$ cat src/inc/hvm_params.svh
`ifndef HVM_PARAMS_SVH
`define HVM_PARAMS_SVH
// register offsets (4-bit word index on the plain port)
`define HVM_OFF_MEAS_CTRL 4'h0
`define HVM_OFF_PIN_CFG 4'h1
`define HVM_OFF_WAKE_CTRL 4'h2
`define HVM_OFF_PULL_CFG 4'h3
`define HVM_OFF_WAKE_STAT0 4'h4
`define HVM_OFF_WAKE_STAT1 4'h5
`define HVM_OFF_LVL_STAT 4'h6
`define HVM_OFF_MODE 4'h7
`define HVM_OFF_IRQ_STAT 4'h8
`define HVM_OFF_IRQ_MASK 4'h9
`define HVM_OFF_ROUTE_STAT 4'ha
// field positions
`define HVM_BIT_MEAS_EN 0
`define HVM_BIT_SENSE_WK 0
`define HVM_BIT_PIN_WK 1
`define HVM_BIT_FO_TEST 2
`define HVM_BIT_PULL_SENSE_UP 0
`define HVM_BIT_PULL_SENSE_DN 1
`define HVM_BIT_PULL_PIN_UP 2
`define HVM_BIT_PULL_PIN_DN 3
`define HVM_BIT_CMD_ERR 0
`define HVM_BIT_SW_CLOSED 1
`define HVM_BIT_SENSE_EDGE 2
`define HVM_BIT_PIN_EDGE 3
// reset values
`define HVM_RST_BYTE 8'h00
`define HVM_RST_PIN_CFG 3'h0
`define HVM_RST_MODE 3'h0
`endif

$ cat src/inc/hvm_pkg.sv
package hvm_pkg;
    typedef enum logic [2:0] {
        HVM_MODE_INIT = 3'b000,
        HVM_MODE_NORMAL = 3'b001,
        HVM_MODE_STOP = 3'b010,
        HVM_MODE_SLEEP = 3'b011,
        HVM_MODE_RESTART = 3'b100,
        HVM_MODE_FAILSAFE = 3'b101
    } hvm_mode_t;
    typedef enum logic [2:0] {
        HVM_PIN_OFF = 3'b000,
        HVM_PIN_FAIL_OUT = 3'b001,
        HVM_PIN_WAKE_IN = 3'b010,
        HVM_PIN_LOW_SIDE = 3'b011,
        HVM_PIN_HIGH_SIDE = 3'b100
    } hvm_pin_cfg_t;
endpackage

$ cat src/inc/hvm_pin_if.sv
`timescale 1ns/100ps
interface hvm_pin_if;
    logic gate;
    logic raw_in;
    logic pull_up_cfg;
    logic pull_dn_cfg;
    logic level;
    logic edge_seen;
    logic pull_up;
    logic pull_dn;
    modport ctrl (output gate, raw_in, pull_up_cfg, pull_dn_cfg, input level, edge_seen,
        pull_up, pull_dn);
    modport cond (input gate, raw_in, pull_up_cfg, pull_dn_cfg, output level, edge_seen,
        pull_up, pull_dn);
endinterface

$ cat src/design/hvm_pin_cond.sv
`timescale 1ns/100ps
`include "hvm_params.svh"
module hvm_pin_cond (
    // clock and reset
    input wire logic mclk_in,
    input wire logic reset_n_in,
    // pin side
    hvm_pin_if.cond pin
);
    logic prev_q;
    logic prev_d;
    logic level_q;
    logic level_d;
    logic edge_q;
    logic edge_d;
    logic pu_q;
    logic pu_d;
    logic pd_q;
    logic pd_d;

    always_comb begin
        prev_d = pin.raw_in; // tracked while gated too, so ungating shows no false edge
        level_d = pin.gate ? 1'b0 : pin.raw_in;
        edge_d = !pin.gate && (pin.raw_in != prev_q);
        pu_d = pin.pull_up_cfg && !pin.gate;
        pd_d = pin.pull_dn_cfg && !pin.gate;
    end

    always_ff @(posedge mclk_in or negedge reset_n_in) begin
        if (!reset_n_in) begin
            prev_q <= 1'b0;
            level_q <= 1'b0;
            edge_q <= 1'b0;
            pu_q <= 1'b0;
            pd_q <= 1'b0;
        end else begin
            prev_q <= prev_d;
            level_q <= level_d;
            edge_q <= edge_d;
            pu_q <= pu_d;
            pd_q <= pd_d;
        end
    end

    assign pin.level = level_q;
    assign pin.edge_seen = edge_q;
    assign pin.pull_up = pu_q;
    assign pin.pull_dn = pd_q;
endmodule // hvm_pin_cond

$ cat src/design/hvm_route_ctrl.sv
// The address map and the plain strobed port were decided locally.
`timescale 1ns/100ps
`include "hvm_params.svh"
module hvm_route_ctrl (
    // clock and reset
    input wire logic mclk_in,
    input wire logic reset_n_in,
    // register port
    input wire logic [3:0] reg_addr_in,
    input wire logic [7:0] reg_wdata_in,
    input wire logic reg_wr_in,
    input wire logic reg_rd_in,
    output logic [7:0] reg_rdata_out,
    // mode machine
    input wire logic sleep_cmd_in,
    input wire logic timer_wake_en_in,
    input wire logic mode_req_in,
    input wire logic [2:0] mode_req_val_in,
    input wire logic fail_safe_in,
    output logic restart_req_out,
    // pins
    input wire logic sense_raw_in,
    input wire logic pin_raw_in,
    output logic switch_close_out,
    output logic pin_out_out,
    output logic pin_oe_out,
    output logic sense_pull_up_out,
    output logic sense_pull_dn_out,
    output logic pin_pull_up_out,
    output logic pin_pull_dn_out,
    output logic sense_wake_out,
    output logic irq_out
);
    hvm_pin_if sense_if ();
    hvm_pin_if pin_if ();

    hvm_pin_cond u_sense (
        .mclk_in(mclk_in),
        .reset_n_in(reset_n_in),
        .pin(sense_if.cond)
    );
    hvm_pin_cond u_pin (
        .mclk_in(mclk_in),
        .reset_n_in(reset_n_in),
        .pin(pin_if.cond)
    );

    hvm_pkg::hvm_mode_t mode_q, mode_d;
    logic meas_en_q, meas_en_d;
    logic [2:0] pin_cfg_q, pin_cfg_d;
    logic [7:0] wake_ctrl_q, wake_ctrl_d;
    logic [7:0] pull_cfg_q, pull_cfg_d;
    logic [7:0] wstat0_q, wstat0_d;
    logic [7:0] wstat1_q, wstat1_d;
    logic [7:0] lvl_q, lvl_d;
    logic [7:0] irq_stat_q, irq_stat_d;
    logic [7:0] irq_mask_q, irq_mask_d;
    logic [7:0] rdata_q, rdata_d;
    logic sw_q, sw_d;
    logic pin_out_q, pin_out_d;
    logic pin_oe_q, pin_oe_d;
    logic restart_q, restart_d;
    logic sense_wake_q, sense_wake_d;
    logic irq_q, irq_d;
    logic cmd_err;
    logic pin_wake_en;
    logic wr_meas, wr_pin, wr_wake, wr_pull, wr_mode;
    logic [7:0] set_ev;

    assign wr_meas = reg_wr_in && reg_addr_in == `HVM_OFF_MEAS_CTRL;
    assign wr_pin = reg_wr_in && reg_addr_in == `HVM_OFF_PIN_CFG;
    assign wr_wake = reg_wr_in && reg_addr_in == `HVM_OFF_WAKE_CTRL;
    assign wr_pull = reg_wr_in && reg_addr_in == `HVM_OFF_PULL_CFG;
    assign wr_mode = reg_wr_in && reg_addr_in == `HVM_OFF_MODE;
    assign pin_wake_en = pin_cfg_q == hvm_pkg::HVM_PIN_WAKE_IN;

    // pins see the gate and, only while not measuring, their own pull settings;
    // the gate follows the next enable so pulls drop on the edge the switch closes
    assign sense_if.gate = meas_en_d;
    assign sense_if.raw_in = sense_raw_in;
    assign sense_if.pull_up_cfg = pull_cfg_q[`HVM_BIT_PULL_SENSE_UP];
    assign sense_if.pull_dn_cfg = pull_cfg_q[`HVM_BIT_PULL_SENSE_DN];
    assign pin_if.gate = meas_en_d;
    assign pin_if.raw_in = pin_raw_in;
    assign pin_if.pull_up_cfg = pull_cfg_q[`HVM_BIT_PULL_PIN_UP];
    assign pin_if.pull_dn_cfg = pull_cfg_q[`HVM_BIT_PULL_PIN_DN];

    always_comb begin
        meas_en_d = meas_en_q;
        pin_cfg_d = pin_cfg_q;
        wake_ctrl_d = wake_ctrl_q;
        pull_cfg_d = pull_cfg_q;
        mode_d = mode_q;
        restart_d = 1'b0;
        cmd_err = 1'b0;
        // writing 0 is always taken; 1 only from a pin that is Off
        if (wr_meas) begin
            if (reg_wdata_in[`HVM_BIT_MEAS_EN] && !meas_en_q
                    && pin_cfg_q != hvm_pkg::HVM_PIN_OFF) begin
                cmd_err = 1'b1;
            end else begin
                meas_en_d = reg_wdata_in[`HVM_BIT_MEAS_EN];
            end
        end
        if (wr_pin) begin
            pin_cfg_d = reg_wdata_in[2:0];
            // stored anyway, but a changed value is flagged while measuring
            if (meas_en_q && reg_wdata_in[2:0] != pin_cfg_q) begin
                cmd_err = 1'b1;
            end
        end
        if (wr_wake) begin
            wake_ctrl_d = reg_wdata_in;
        end
        if (wr_pull) begin
            pull_cfg_d = reg_wdata_in;
        end
        if (wr_mode) begin
            mode_d = hvm_pkg::hvm_mode_t'(reg_wdata_in[2:0]);
        end else if (mode_req_in) begin
            mode_d = hvm_pkg::hvm_mode_t'(mode_req_val_in);
        end
        if (sleep_cmd_in) begin
            // pin-based wakes are dead while measuring; sleep would never wake
            if (meas_en_q && !timer_wake_en_in
                    && (wake_ctrl_q[`HVM_BIT_SENSE_WK] || pin_wake_en)) begin
                cmd_err = 1'b1;
                mode_d = hvm_pkg::HVM_MODE_RESTART;
                restart_d = 1'b1;
            end else begin
                mode_d = hvm_pkg::HVM_MODE_SLEEP;
            end
        end
        if (fail_safe_in) begin
            mode_d = hvm_pkg::HVM_MODE_FAILSAFE;
        end
    end

    always_comb begin
        wstat0_d = wstat0_q;
        wstat1_d = wstat1_q;
        lvl_d = lvl_q;
        irq_stat_d = irq_stat_q;
        irq_mask_d = irq_mask_q;
        if (reg_wr_in && reg_addr_in == `HVM_OFF_WAKE_STAT0) begin
            wstat0_d = wstat0_q & ~reg_wdata_in;
        end
        if (reg_wr_in && reg_addr_in == `HVM_OFF_WAKE_STAT1) begin
            wstat1_d = wstat1_q & ~reg_wdata_in;
        end
        if (reg_wr_in && reg_addr_in == `HVM_OFF_IRQ_STAT) begin
            irq_stat_d = irq_stat_q & ~reg_wdata_in;
        end
        if (reg_wr_in && reg_addr_in == `HVM_OFF_IRQ_MASK) begin
            irq_mask_d = reg_wdata_in;
        end
        // edges feed status only when not measuring; set wins over clear
        if (!meas_en_q) begin
            if (sense_if.edge_seen && wake_ctrl_q[`HVM_BIT_SENSE_WK]) begin
                wstat0_d[0] = 1'b1;
            end
            if (pin_if.edge_seen && pin_wake_en) begin
                wstat1_d[0] = 1'b1;
            end
            lvl_d = {6'h00, pin_if.level, sense_if.level};
        end
        // edge bits need no test of the enable: the conditioners gate them
        set_ev = 8'h00;
        set_ev[`HVM_BIT_CMD_ERR] = cmd_err;
        set_ev[`HVM_BIT_SENSE_EDGE] = sense_if.edge_seen;
        set_ev[`HVM_BIT_PIN_EDGE] = pin_if.edge_seen;
        irq_stat_d = irq_stat_d | set_ev;
        // level taken from the next status so it rises with the flag itself
        irq_d = |(irq_stat_d & irq_mask_d);
    end

    always_comb begin
        // closed only in Normal Mode with the enable stored; every other mode keeps
        // the stored bit but opens the switch, so no divider current in low power
        sw_d = 1'b0;
        if (meas_en_d && mode_d == hvm_pkg::HVM_MODE_NORMAL) begin
            sw_d = 1'b1;
        end
        if (mode_d != hvm_pkg::HVM_MODE_NORMAL) begin
            sw_d = 1'b0;
        end
        if (mode_d == hvm_pkg::HVM_MODE_FAILSAFE) begin
            sw_d = 1'b0;
        end
        // pin driver off while measuring and while the switch routes
        pin_oe_d = 1'b0;
        pin_out_d = 1'b0;
        if (!meas_en_d) begin
            case (pin_cfg_d)
                hvm_pkg::HVM_PIN_FAIL_OUT: begin
                    pin_oe_d = mode_d == hvm_pkg::HVM_MODE_FAILSAFE
                        || wake_ctrl_d[`HVM_BIT_FO_TEST];
                    pin_out_d = 1'b0;
                end
                hvm_pkg::HVM_PIN_LOW_SIDE: begin
                    pin_oe_d = 1'b1;
                    pin_out_d = 1'b0;
                end
                hvm_pkg::HVM_PIN_HIGH_SIDE: begin
                    pin_oe_d = 1'b1;
                    pin_out_d = 1'b1;
                end
                default: begin
                    pin_oe_d = 1'b0;
                    pin_out_d = 1'b0;
                end
            endcase
        end
        // enable never sets unless pin is Off, so fail-output role excludes routing
        if (pin_cfg_d == hvm_pkg::HVM_PIN_FAIL_OUT) sw_d = 1'b0;
        sense_wake_d = !meas_en_d && wake_ctrl_d[`HVM_BIT_SENSE_WK];
    end

    always_comb begin
        rdata_d = 8'h00;
        if (reg_rd_in) begin
            case (reg_addr_in)
                `HVM_OFF_MEAS_CTRL: rdata_d = {7'h00, meas_en_q};
                `HVM_OFF_PIN_CFG: rdata_d = {5'h00, pin_cfg_q};
                `HVM_OFF_WAKE_CTRL: rdata_d = wake_ctrl_q;
                `HVM_OFF_PULL_CFG: rdata_d = pull_cfg_q;
                `HVM_OFF_WAKE_STAT0: rdata_d = wstat0_q;
                `HVM_OFF_WAKE_STAT1: rdata_d = wstat1_q;
                `HVM_OFF_LVL_STAT: rdata_d = lvl_q;
                `HVM_OFF_MODE: rdata_d = {5'h00, mode_q};
                `HVM_OFF_IRQ_STAT: rdata_d = irq_stat_q;
                `HVM_OFF_IRQ_MASK: rdata_d = irq_mask_q;
                `HVM_OFF_ROUTE_STAT: rdata_d = {6'h00, sw_q, meas_en_q};
                default: rdata_d = 8'h00;
            endcase
        end
    end

    always_ff @(posedge mclk_in or negedge reset_n_in) begin
        if (!reset_n_in) begin
            mode_q <= hvm_pkg::hvm_mode_t'(`HVM_RST_MODE);
            meas_en_q <= 1'b0;
            pin_cfg_q <= `HVM_RST_PIN_CFG;
            wake_ctrl_q <= `HVM_RST_BYTE;
            pull_cfg_q <= `HVM_RST_BYTE;
            wstat0_q <= `HVM_RST_BYTE;
            wstat1_q <= `HVM_RST_BYTE;
            lvl_q <= `HVM_RST_BYTE;
            irq_stat_q <= `HVM_RST_BYTE;
            irq_mask_q <= `HVM_RST_BYTE;
            rdata_q <= `HVM_RST_BYTE;
            sw_q <= 1'b0;
            pin_out_q <= 1'b0;
            pin_oe_q <= 1'b0;
            restart_q <= 1'b0;
            sense_wake_q <= 1'b0;
            irq_q <= 1'b0;
        end else begin
            mode_q <= mode_d;
            meas_en_q <= meas_en_d;
            pin_cfg_q <= pin_cfg_d;
            wake_ctrl_q <= wake_ctrl_d;
            pull_cfg_q <= pull_cfg_d;
            wstat0_q <= wstat0_d;
            wstat1_q <= wstat1_d;
            lvl_q <= lvl_d;
            irq_stat_q <= irq_stat_d;
            irq_mask_q <= irq_mask_d;
            rdata_q <= rdata_d;
            sw_q <= sw_d;
            pin_out_q <= pin_out_d;
            pin_oe_q <= pin_oe_d;
            restart_q <= restart_d;
            sense_wake_q <= sense_wake_d;
            irq_q <= irq_d;
        end
    end

    assign reg_rdata_out = rdata_q;
    assign restart_req_out = restart_q;
    assign switch_close_out = sw_q;
    assign pin_out_out = pin_out_q;
    assign pin_oe_out = pin_oe_q;
    assign sense_pull_up_out = sense_if.pull_up;
    assign sense_pull_dn_out = sense_if.pull_dn;
    assign pin_pull_up_out = pin_if.pull_up;
    assign pin_pull_dn_out = pin_if.pull_dn;
    assign sense_wake_out = sense_wake_q;
    assign irq_out = irq_q;
endmodule // hvm_route_ctrl

$ cat config.mk
export PLATFORM = sky130hd
export DESIGN_NAME = hvm_route_ctrl
export DESIGN_NICKNAME = d
export VERILOG_FILES = /design/src/inc/hvm_pkg.sv /design/src/inc/hvm_pin_if.sv /design/src/design/hvm_pin_cond.sv /design/src/design/hvm_route_ctrl.sv
export VERILOG_INCLUDE_DIRS = /design/src /design/src/inc
export SDC_FILE = /design/constraint.sdc
export NUM_CORES = 1
export LEC_CHECK = 0
export BUFFER_PORTS_ARGS = -buffer_cell sky130_fd_sc_hd__buf_4
export CORE_ASPECT_RATIO = 1.5
export CORE_MARGIN = 2
export CORE_UTILIZATION = 50
export CTS_CLUSTER_DIAMETER = 100
export DETAILED_ROUTE_END_ITERATION = 6
export MAX_ROUTING_LAYER = met4
export PLACE_DENSITY_LB_ADDON = 0.1
export SETUP_SLACK_MARGIN = 0.4
export SLEW_MARGIN = 20
export SYNTH_ARGS = -nofsm -noshare
export SYNTH_HDL_FRONTEND = slang
export SYNTH_SLANG_ARGS = --single-unit
export TNS_END_PERCENT = 50
$ cat constraint.sdc
create_clock -name mclk_in -period 4.46 [get_ports mclk_in]
set_input_delay 0.223 -clock mclk_in [delete_from_list [all_inputs] [get_ports mclk_in]]
set_output_delay 0.223 -clock mclk_in [all_outputs]
set_load 0.02 [all_outputs]
# ---- Word level (Yosys, flattened, before mapping)
# Index checks and enable logic that the tools add are counted.
dict set report word_totals {
  ff_bits 81
  out_inout_bits 18
}
dict set report op_classes {
  eq_ne 20
  mux 37
  bitwise_logic 6
  n_reduce_logical 33
}
# op n
set ops {}
lappend ops {{one-hot mux 8 bit (11 select lines)} 1}
lappend ops {{AND 8 bit} 4}
lappend ops {{two-way mux 1 bit} 25}
lappend ops {{logical AND 1 bit} 24}
lappend ops {{two-way mux 8 bit} 3}
lappend ops {{two-way mux 3 bit} 7}
lappend ops {{equality test 4 x 3 -> 1 bit, second input constant} 4}
lappend ops {{equality test 4 bit, second input constant} 3}
lappend ops {{equality test 4 x 2 -> 1 bit, second input constant} 2}
lappend ops {{inverter 8 bit} 1}
lappend ops {{bitwise OR 8 x 4 -> 8 bit} 1}
lappend ops {{OR reduction 8 bit} 1}
lappend ops {{equality test 3 x 1 -> 1 bit, second input constant} 2}
lappend ops {{equality test 3 x 2 -> 1 bit, second input constant} 2}
lappend ops {{equality test 3 bit, second input constant} 2}
lappend ops {{equality test 4 x 1 -> 1 bit, second input constant} 1}
lappend ops {{logical NOT 4 bit} 1}
lappend ops {{logical NOT 1 bit} 3}
lappend ops {{inequality test 3 x 1 -> 1 bit, second input constant} 1}
lappend ops {{inequality test 3 bit} 1}
lappend ops {{nonzero test 3 bit} 1}
lappend ops {{logical OR 1 bit} 2}
lappend ops {{inequality test 1 bit} 2}
lappend ops {{one-hot mux 1 bit (2 select lines)} 1}
lappend ops {{OR reduction 2 bit} 1}

# ---- Logic depth before layout (Yosys ltp)
dict set report logic_depth {
  depth_word 12
  mapped_depth 7
  ltp_nobuf 5
}

# ---- Modules after synthesis
# A second synthesis with hierarchy kept.
dict set report hier_totals {
  hier_cells 308
  hier_area_um2 3708.6
}
# module n_inst cells_per_inst area_per_inst_um2 seq_area_each_um2
set modules_own_cells {}
lappend modules_own_cells {hvm_route_ctrl 1 288 3395.8 1776.7}
lappend modules_own_cells {hvm_pin_cond 2 10 156.4 125.1}

# ---- Least setup slack after synthesis
# Ideal clock, no wire load.
dict set report synth_timing {
  kind {in2reg}
  from {input port reg_addr_in[1]}
  to {register irq_q, in the netlist irq_out}
  setup_time_ps 138
  arrival_time_ps 1521
  required_ps 4322
  slack_ps 2801
  path_stages 5
  path_buffers 0
  path_cell_list {nand2b_1 nor2_2 mux2_2 a222oi_1 nand4_1}
}
dict set report synth_between {
  word_cells_on_any_way 18
  cone_classes {eq/ne: 3; mux: 7; bitwise: 2; reduce/logical: 6}
}
# item line_no
set synth_rtl {}
lappend synth_rtl {{from (decl)} hvm_route_ctrl.sv:9} ;# input wire logic [3:0] reg_addr_in,
lappend synth_rtl {{equality test 4 bit} --}
lappend synth_rtl {{logical AND 1 bit (no source line)} --}
lappend synth_rtl {{two-way mux 8 bit} hvm_route_ctrl.sv:154} ;# if (reg_wr_in && reg_addr_in == `HVM_OFF_IRQ_MASK) begin
lappend synth_rtl {{via irq_mask_d[5]} hvm_route_ctrl.sv:57} ;# logic [7:0] irq_mask_q, irq_mask_d;
lappend synth_rtl {{AND 8 bit} hvm_route_ctrl.sv:174} ;# irq_d = |(irq_stat_d & irq_mask_d);
lappend synth_rtl {{OR reduction 8 bit} hvm_route_ctrl.sv:174}
lappend synth_rtl {{via irq_d} hvm_route_ctrl.sv:64} ;# logic irq_q, irq_d;
lappend synth_rtl {{to (signal assigned)} hvm_route_ctrl.sv:275} ;# irq_q <= irq_d;
lappend synth_rtl {{to (decl)} hvm_route_ctrl.sv:64}
# The timed path passes the listed nets, and every way through them passes these cells.
# A chain may end at the register's enable or synchronous reset.

# ---- Worst setup path after layout
dict set report layout_timing {
  from {register pin_cfg_q[1]}
  to {register pin_oe_q, in the netlist pin_oe_out}
}
dict set report layout_between {
  elab_chain_cells 10
  word_cells_on_any_way 19
  cone_classes {eq/ne: 5; mux: 8; reduce/logical: 6}
}
# item line_no
set layout_lines {}
lappend layout_lines {{from (decl)} hvm_route_ctrl.sv:50} ;# logic [2:0] pin_cfg_q, pin_cfg_d;
lappend layout_lines {{from (signal assigned)} hvm_route_ctrl.sv:243} ;# pin_cfg_q <= `HVM_RST_PIN_CFG;
lappend layout_lines {{from (signal assigned)} hvm_route_ctrl.sv:261} ;# pin_cfg_q <= pin_cfg_d;
lappend layout_lines {{equality test 3 x 2 -> 1 bit} hvm_route_ctrl.sv:75} ;# assign pin_wake_en = pin_cfg_q == hvm_pkg::HVM_PIN_WAKE_IN;
lappend layout_lines {{logical OR 1 bit} hvm_route_ctrl.sv:126} ;# && (wake_ctrl_q[`HVM_BIT_SENSE_WK] || pin_wake_en)) begin
lappend layout_lines {{logical AND 1 bit} hvm_route_ctrl.sv:125} ;# if (meas_en_q && !timer_wake_en_in
lappend layout_lines {{two-way mux 3 bit} hvm_route_ctrl.sv:125}
lappend layout_lines {{two-way mux 3 bit} hvm_route_ctrl.sv:123} ;# if (sleep_cmd_in) begin
lappend layout_lines {{two-way mux 3 bit} hvm_route_ctrl.sv:134} ;# if (fail_safe_in) begin
lappend layout_lines {{equality test 3 bit} hvm_route_ctrl.sv:196} ;# pin_oe_d = mode_d == hvm_pkg::HVM_MODE_FAILSAFE
lappend layout_lines {{logical OR 1 bit} hvm_route_ctrl.sv:196}
lappend layout_lines {{one-hot mux 1 bit (2 select lines)} hvm_route_ctrl.sv:194} ;# case (pin_cfg_d)
lappend layout_lines {{two-way mux 1 bit *} hvm_route_ctrl.sv:193} ;# if (!meas_en_d) begin
lappend layout_lines {{via pin_oe_d} hvm_route_ctrl.sv:61} ;# logic pin_oe_q, pin_oe_d;
lappend layout_lines {{to (signal assigned)} hvm_route_ctrl.sv:272} ;# pin_oe_q <= pin_oe_d;
lappend layout_lines {{to (decl)} hvm_route_ctrl.sv:61}
# The timed path passes the listed nets; every way through them passes the cells marked *.

==> run summary <==
status: finished clean
first-pass GRT wire length: 14,500 um
placed cell areas: 0.00409 mm2
Gate power share: 20.9%
worst-path cell chain: nor3_1, a31oi_1, a31oi_2, nor2_1, a21o_1
CORE AREA: 0.00723 mm2
Clk pwr share: 27.2%
vias per cell: 5.87
Num CTS Buffers: 9
Starting Density: 51.4%
H-tree depth: 3
max_cap viols: 0
RSZ-0062 raised after global routing: no
maximum VDD drop: 231 uV
Clock Tree Buf Depth: 2
n_diodes: 0
die area: 0.00814 mm2
crit-path max FO: 13
Slew Viols, Final: 0
clock sinks: 81
number of I/O port buffers: 42
Yosys warnings: 0
period utilisation layout: 41.3%
unique cell type count in the Yosys netlist: 52
met2 Use GR: 39.9%
sequential power share: 51.9%
CP max-delay cell: a31oi_2
number of global-route vias before repair: 2,794
RD Place Congestion: 0.882
LEAKAGE: 1.89 nW
Avg Cell Area, Syn: 11.8 um2
Worst setup SP type: flip-flop
Die H: 110 um
Total Power: 1.81 mW
switching share of power: 31.1%
Vias: 2,700
sequential fraction of the synthesis area: 54.6%
CTS resizes: 0
Worst-Margin Slew: 0.918 ns
setup TNS: 0 ns
Clock Latency Late Sink: 0.36 ns
clk slew on worst S/H paths: 0.08 ns
endpoints failing setup: 0
grt total ovfl: 0
Layout Skew: 0.00879 ns
kind of critical path: reg2reg
sw power: 562 uW
Post-Syn Instances: 314
family with the most delay on the worst path: compound AO/OA/AOI/OAI gates
Starting DRT DRC Count: 153
Post-synth EDFFs: 0
fraction of layout instances using a drive strength above 1: 27.2%
Residual DRC: 0
most used routing layer: met2
Syn Nets: 339
pwr dens: 420 mW/mm2
fin area: 0.00430 mm2
Synth Register Bits: 81
total global-route track usage: 25.3%
worst hold path class: in2reg
R2R depth: 5
Arr. time, crit path: 2.10 ns
max frequency: 542 MHz
site row count: 38
Worst path depth: 5
antenna viol nets, final: 0
Mapped Area: 0.00371 mm2
io pins: 43
WL per Instance: 19.9 um
Synth-to-Final Area Change: 15.9%
grt met3 use: 4.86%
fillcell total: 654
max incr delay on CP: 0.62 ns
Die Width: 74.3 um
share of synthesized registers carrying an async set or reset: 100%
Fin. Hold Viols: 0
worst rel slew slack: 38.7%
largest net degree at the start of global routing: 82
antenna violations before repair: 0
Routed Wire Length: 9140 um
fin crit period: 1.84 ns
nets@finish: 380
clock root cell: clkbuf_8
reg2reg setup slack: 2.62 ns
TritonCTS clock tree: built
cell-internal power: 1.25 mW
most used flip-flop cell after synthesis: dfrtp_1
post-detail-place hpwl: 6350 um
Buf+Inv Stages, Crit Path: 0
Crit path required time: 4.72 ns
DRT Pass-1 Iters: 4
M1 GR Usage: 30.1%
hold-critical path depth: 2
CP Capture Type: flip-flop
[cells in the mapped netlist (all sizes together), types with 2 or more instances]
| library cell | count | area share, % |
|---|---|---|
| a211o | 2 | 0.47 |
| a211oi | 2 | 0.40 |
| a21boi | 19 | 3.8 |
| a21oi | 13 | 1.8 |
| a22oi | 18 | 3.6 |
| a31oi | 3 | 0.51 |
| a32o | 2 | 0.54 |
| and2 | 4 | 0.71 |
| buf | 9 | 1.3 |
| clkbuf | 6 | 0.61 |
| dfrtp | 81 | 55 |
| inv | 7 | 0.71 |
| mux2 | 32 | 9.9 |
| mux2i | 7 | 1.9 |
| nand2 | 12 | 1.2 |
| nand2b | 2 | 0.34 |
| nand3 | 3 | 0.40 |
| nand3b | 5 | 1.3 |
| nand4 | 2 | 0.34 |
| nor2 | 19 | 2.0 |
| nor2b | 16 | 2.7 |
| nor3 | 3 | 0.40 |
| nor3b | 5 | 1.3 |
| o211ai | 4 | 0.81 |
| o21ai | 11 | 1.5 |
| o32a | 3 | 0.81 |
| o32ai | 2 | 0.47 |
| or2 | 2 | 0.34 |
| xnor2 | 2 | 0.47 |
| xor2 | 3 | 0.71 |
[cell type report]
class | count | area (um2) | share of cell area [%]
clock buffer | 10 | 138 | 3.20
inverter | 7 | 26.3 | 0.611
multi-input combinational | 211 | 1590 | 37.0
tap | 100 | 125 | 2.91
clock inverter | 6 | 43.8 | 1.02
timing repair buffer | 45 | 349 | 8.12
sequential | 81 | 2030 | 47.1
[cell families (layout without fill, tap and decap cells)]
family	count (synthesis)	in the layout	share of synthesized area [%]
xor+xnor	5	5	1.18
simple gates	75	75	11.9
buf+inv	22	68	2.66
compound gates	92	92	17.8
mux	39	39	11.8
flops	81	81	54.6
[layer usage]
layer / up-vias / wire, um
li1: 1235 / -
met1: 1352 / 3680
met5: - / 0
met3: 30 / 420
met2: 83 / 4660
met4: 0 / 376
[final timing paths]
check | from | endpoint
hold reg to reg | u_sense.pin.level$_DFF_PN0_ | lvl_q[0]$_DFFE_PN0N_
setup / recovery | pin_cfg_q[1]$_DFF_PN0_ | pin_oe_out$_DFF_PN0_
max in group asynchronous | reset_n_in | wstat0_q[2]$_DFFE_PN0P_
setup reg to reg | pin_cfg_q[1]$_DFF_PN0_ | pin_oe_out$_DFF_PN0_
hold / removal | fail_safe_in | mode_q[1]$_DFF_PN0_
min in group asynchronous | reset_n_in | u_sense.pin.pull_dn$_DFF_PN0_
[flip-flops by register name, indices dropped and copies added, names as in the netlist, 2 cells and up]
name	count
mode_q	3
wstat1_q	8
pull_cfg_q	8
pin_cfg_q	3
wake_ctrl_q	8
wstat0_q	8
lvl_q	2
irq_mask_q	8
irq_stat_q	8
reg_rdata_out	8
[per-stage QoR]
stage                     std cells  hold WS [ns]  setup slack [ns]  util [%]
after global placement          441         0.353              2.22      56.4
final                           460        0.0382              2.62      59.5
after detailed placement        441         0.358              2.31      56.5
after CTS                       459        0.0331              2.61      59.3
after global routing            460        0.0311              2.50      59.5
after floorplan                 314       -0.0726              2.80         -
[cell usage in the layout (no fill, tap or decap), types with 4 or more instances in the layout]
| cell type | n |
|---|---|
| a21boi_0 | 19 |
| a21oi_1 | 13 |
| a22oi_1 | 18 |
| buf_4 | 41 |
| clkbuf_8 | 10 |
| clkinvlp_4 | 4 |
| dfrtp_1 | 81 |
| inv_1 | 7 |
| mux2_2 | 30 |
| mux2i_1 | 7 |
| nand2_1 | 12 |
| nand3b_1 | 4 |
| nor2_1 | 18 |
| nor2b_1 | 16 |
| nor3b_1 | 4 |
| o211ai_1 | 4 |
| o21ai_0 | 11 |
[timing repair]
| item | in CTS | in global routing |
|---|---|---|
| buffers inserted | 0 | 0 |
| hold endpoints to repair | 2 | 81 |
| hold buffers | 2 | 1 |
[power groups by stage]
| stage | Clock [mW] | Combinational (mW) | Sequential (mW) |
|---|---|---|---|
| after detailed placement | 0 | 0.378 | 0.950 |
| after CTS | 0.498 | 0.380 | 0.936 |
| after global routing | 0.530 | 0.412 | 0.950 |
| final | 0.492 | 0.378 | 0.937 |
| after floorplan | 0 | 0.223 | 0.946 |
| after global placement | 0 | 0.369 | 0.952 |
No activity file was read; power rests on OpenSTA's default activity.
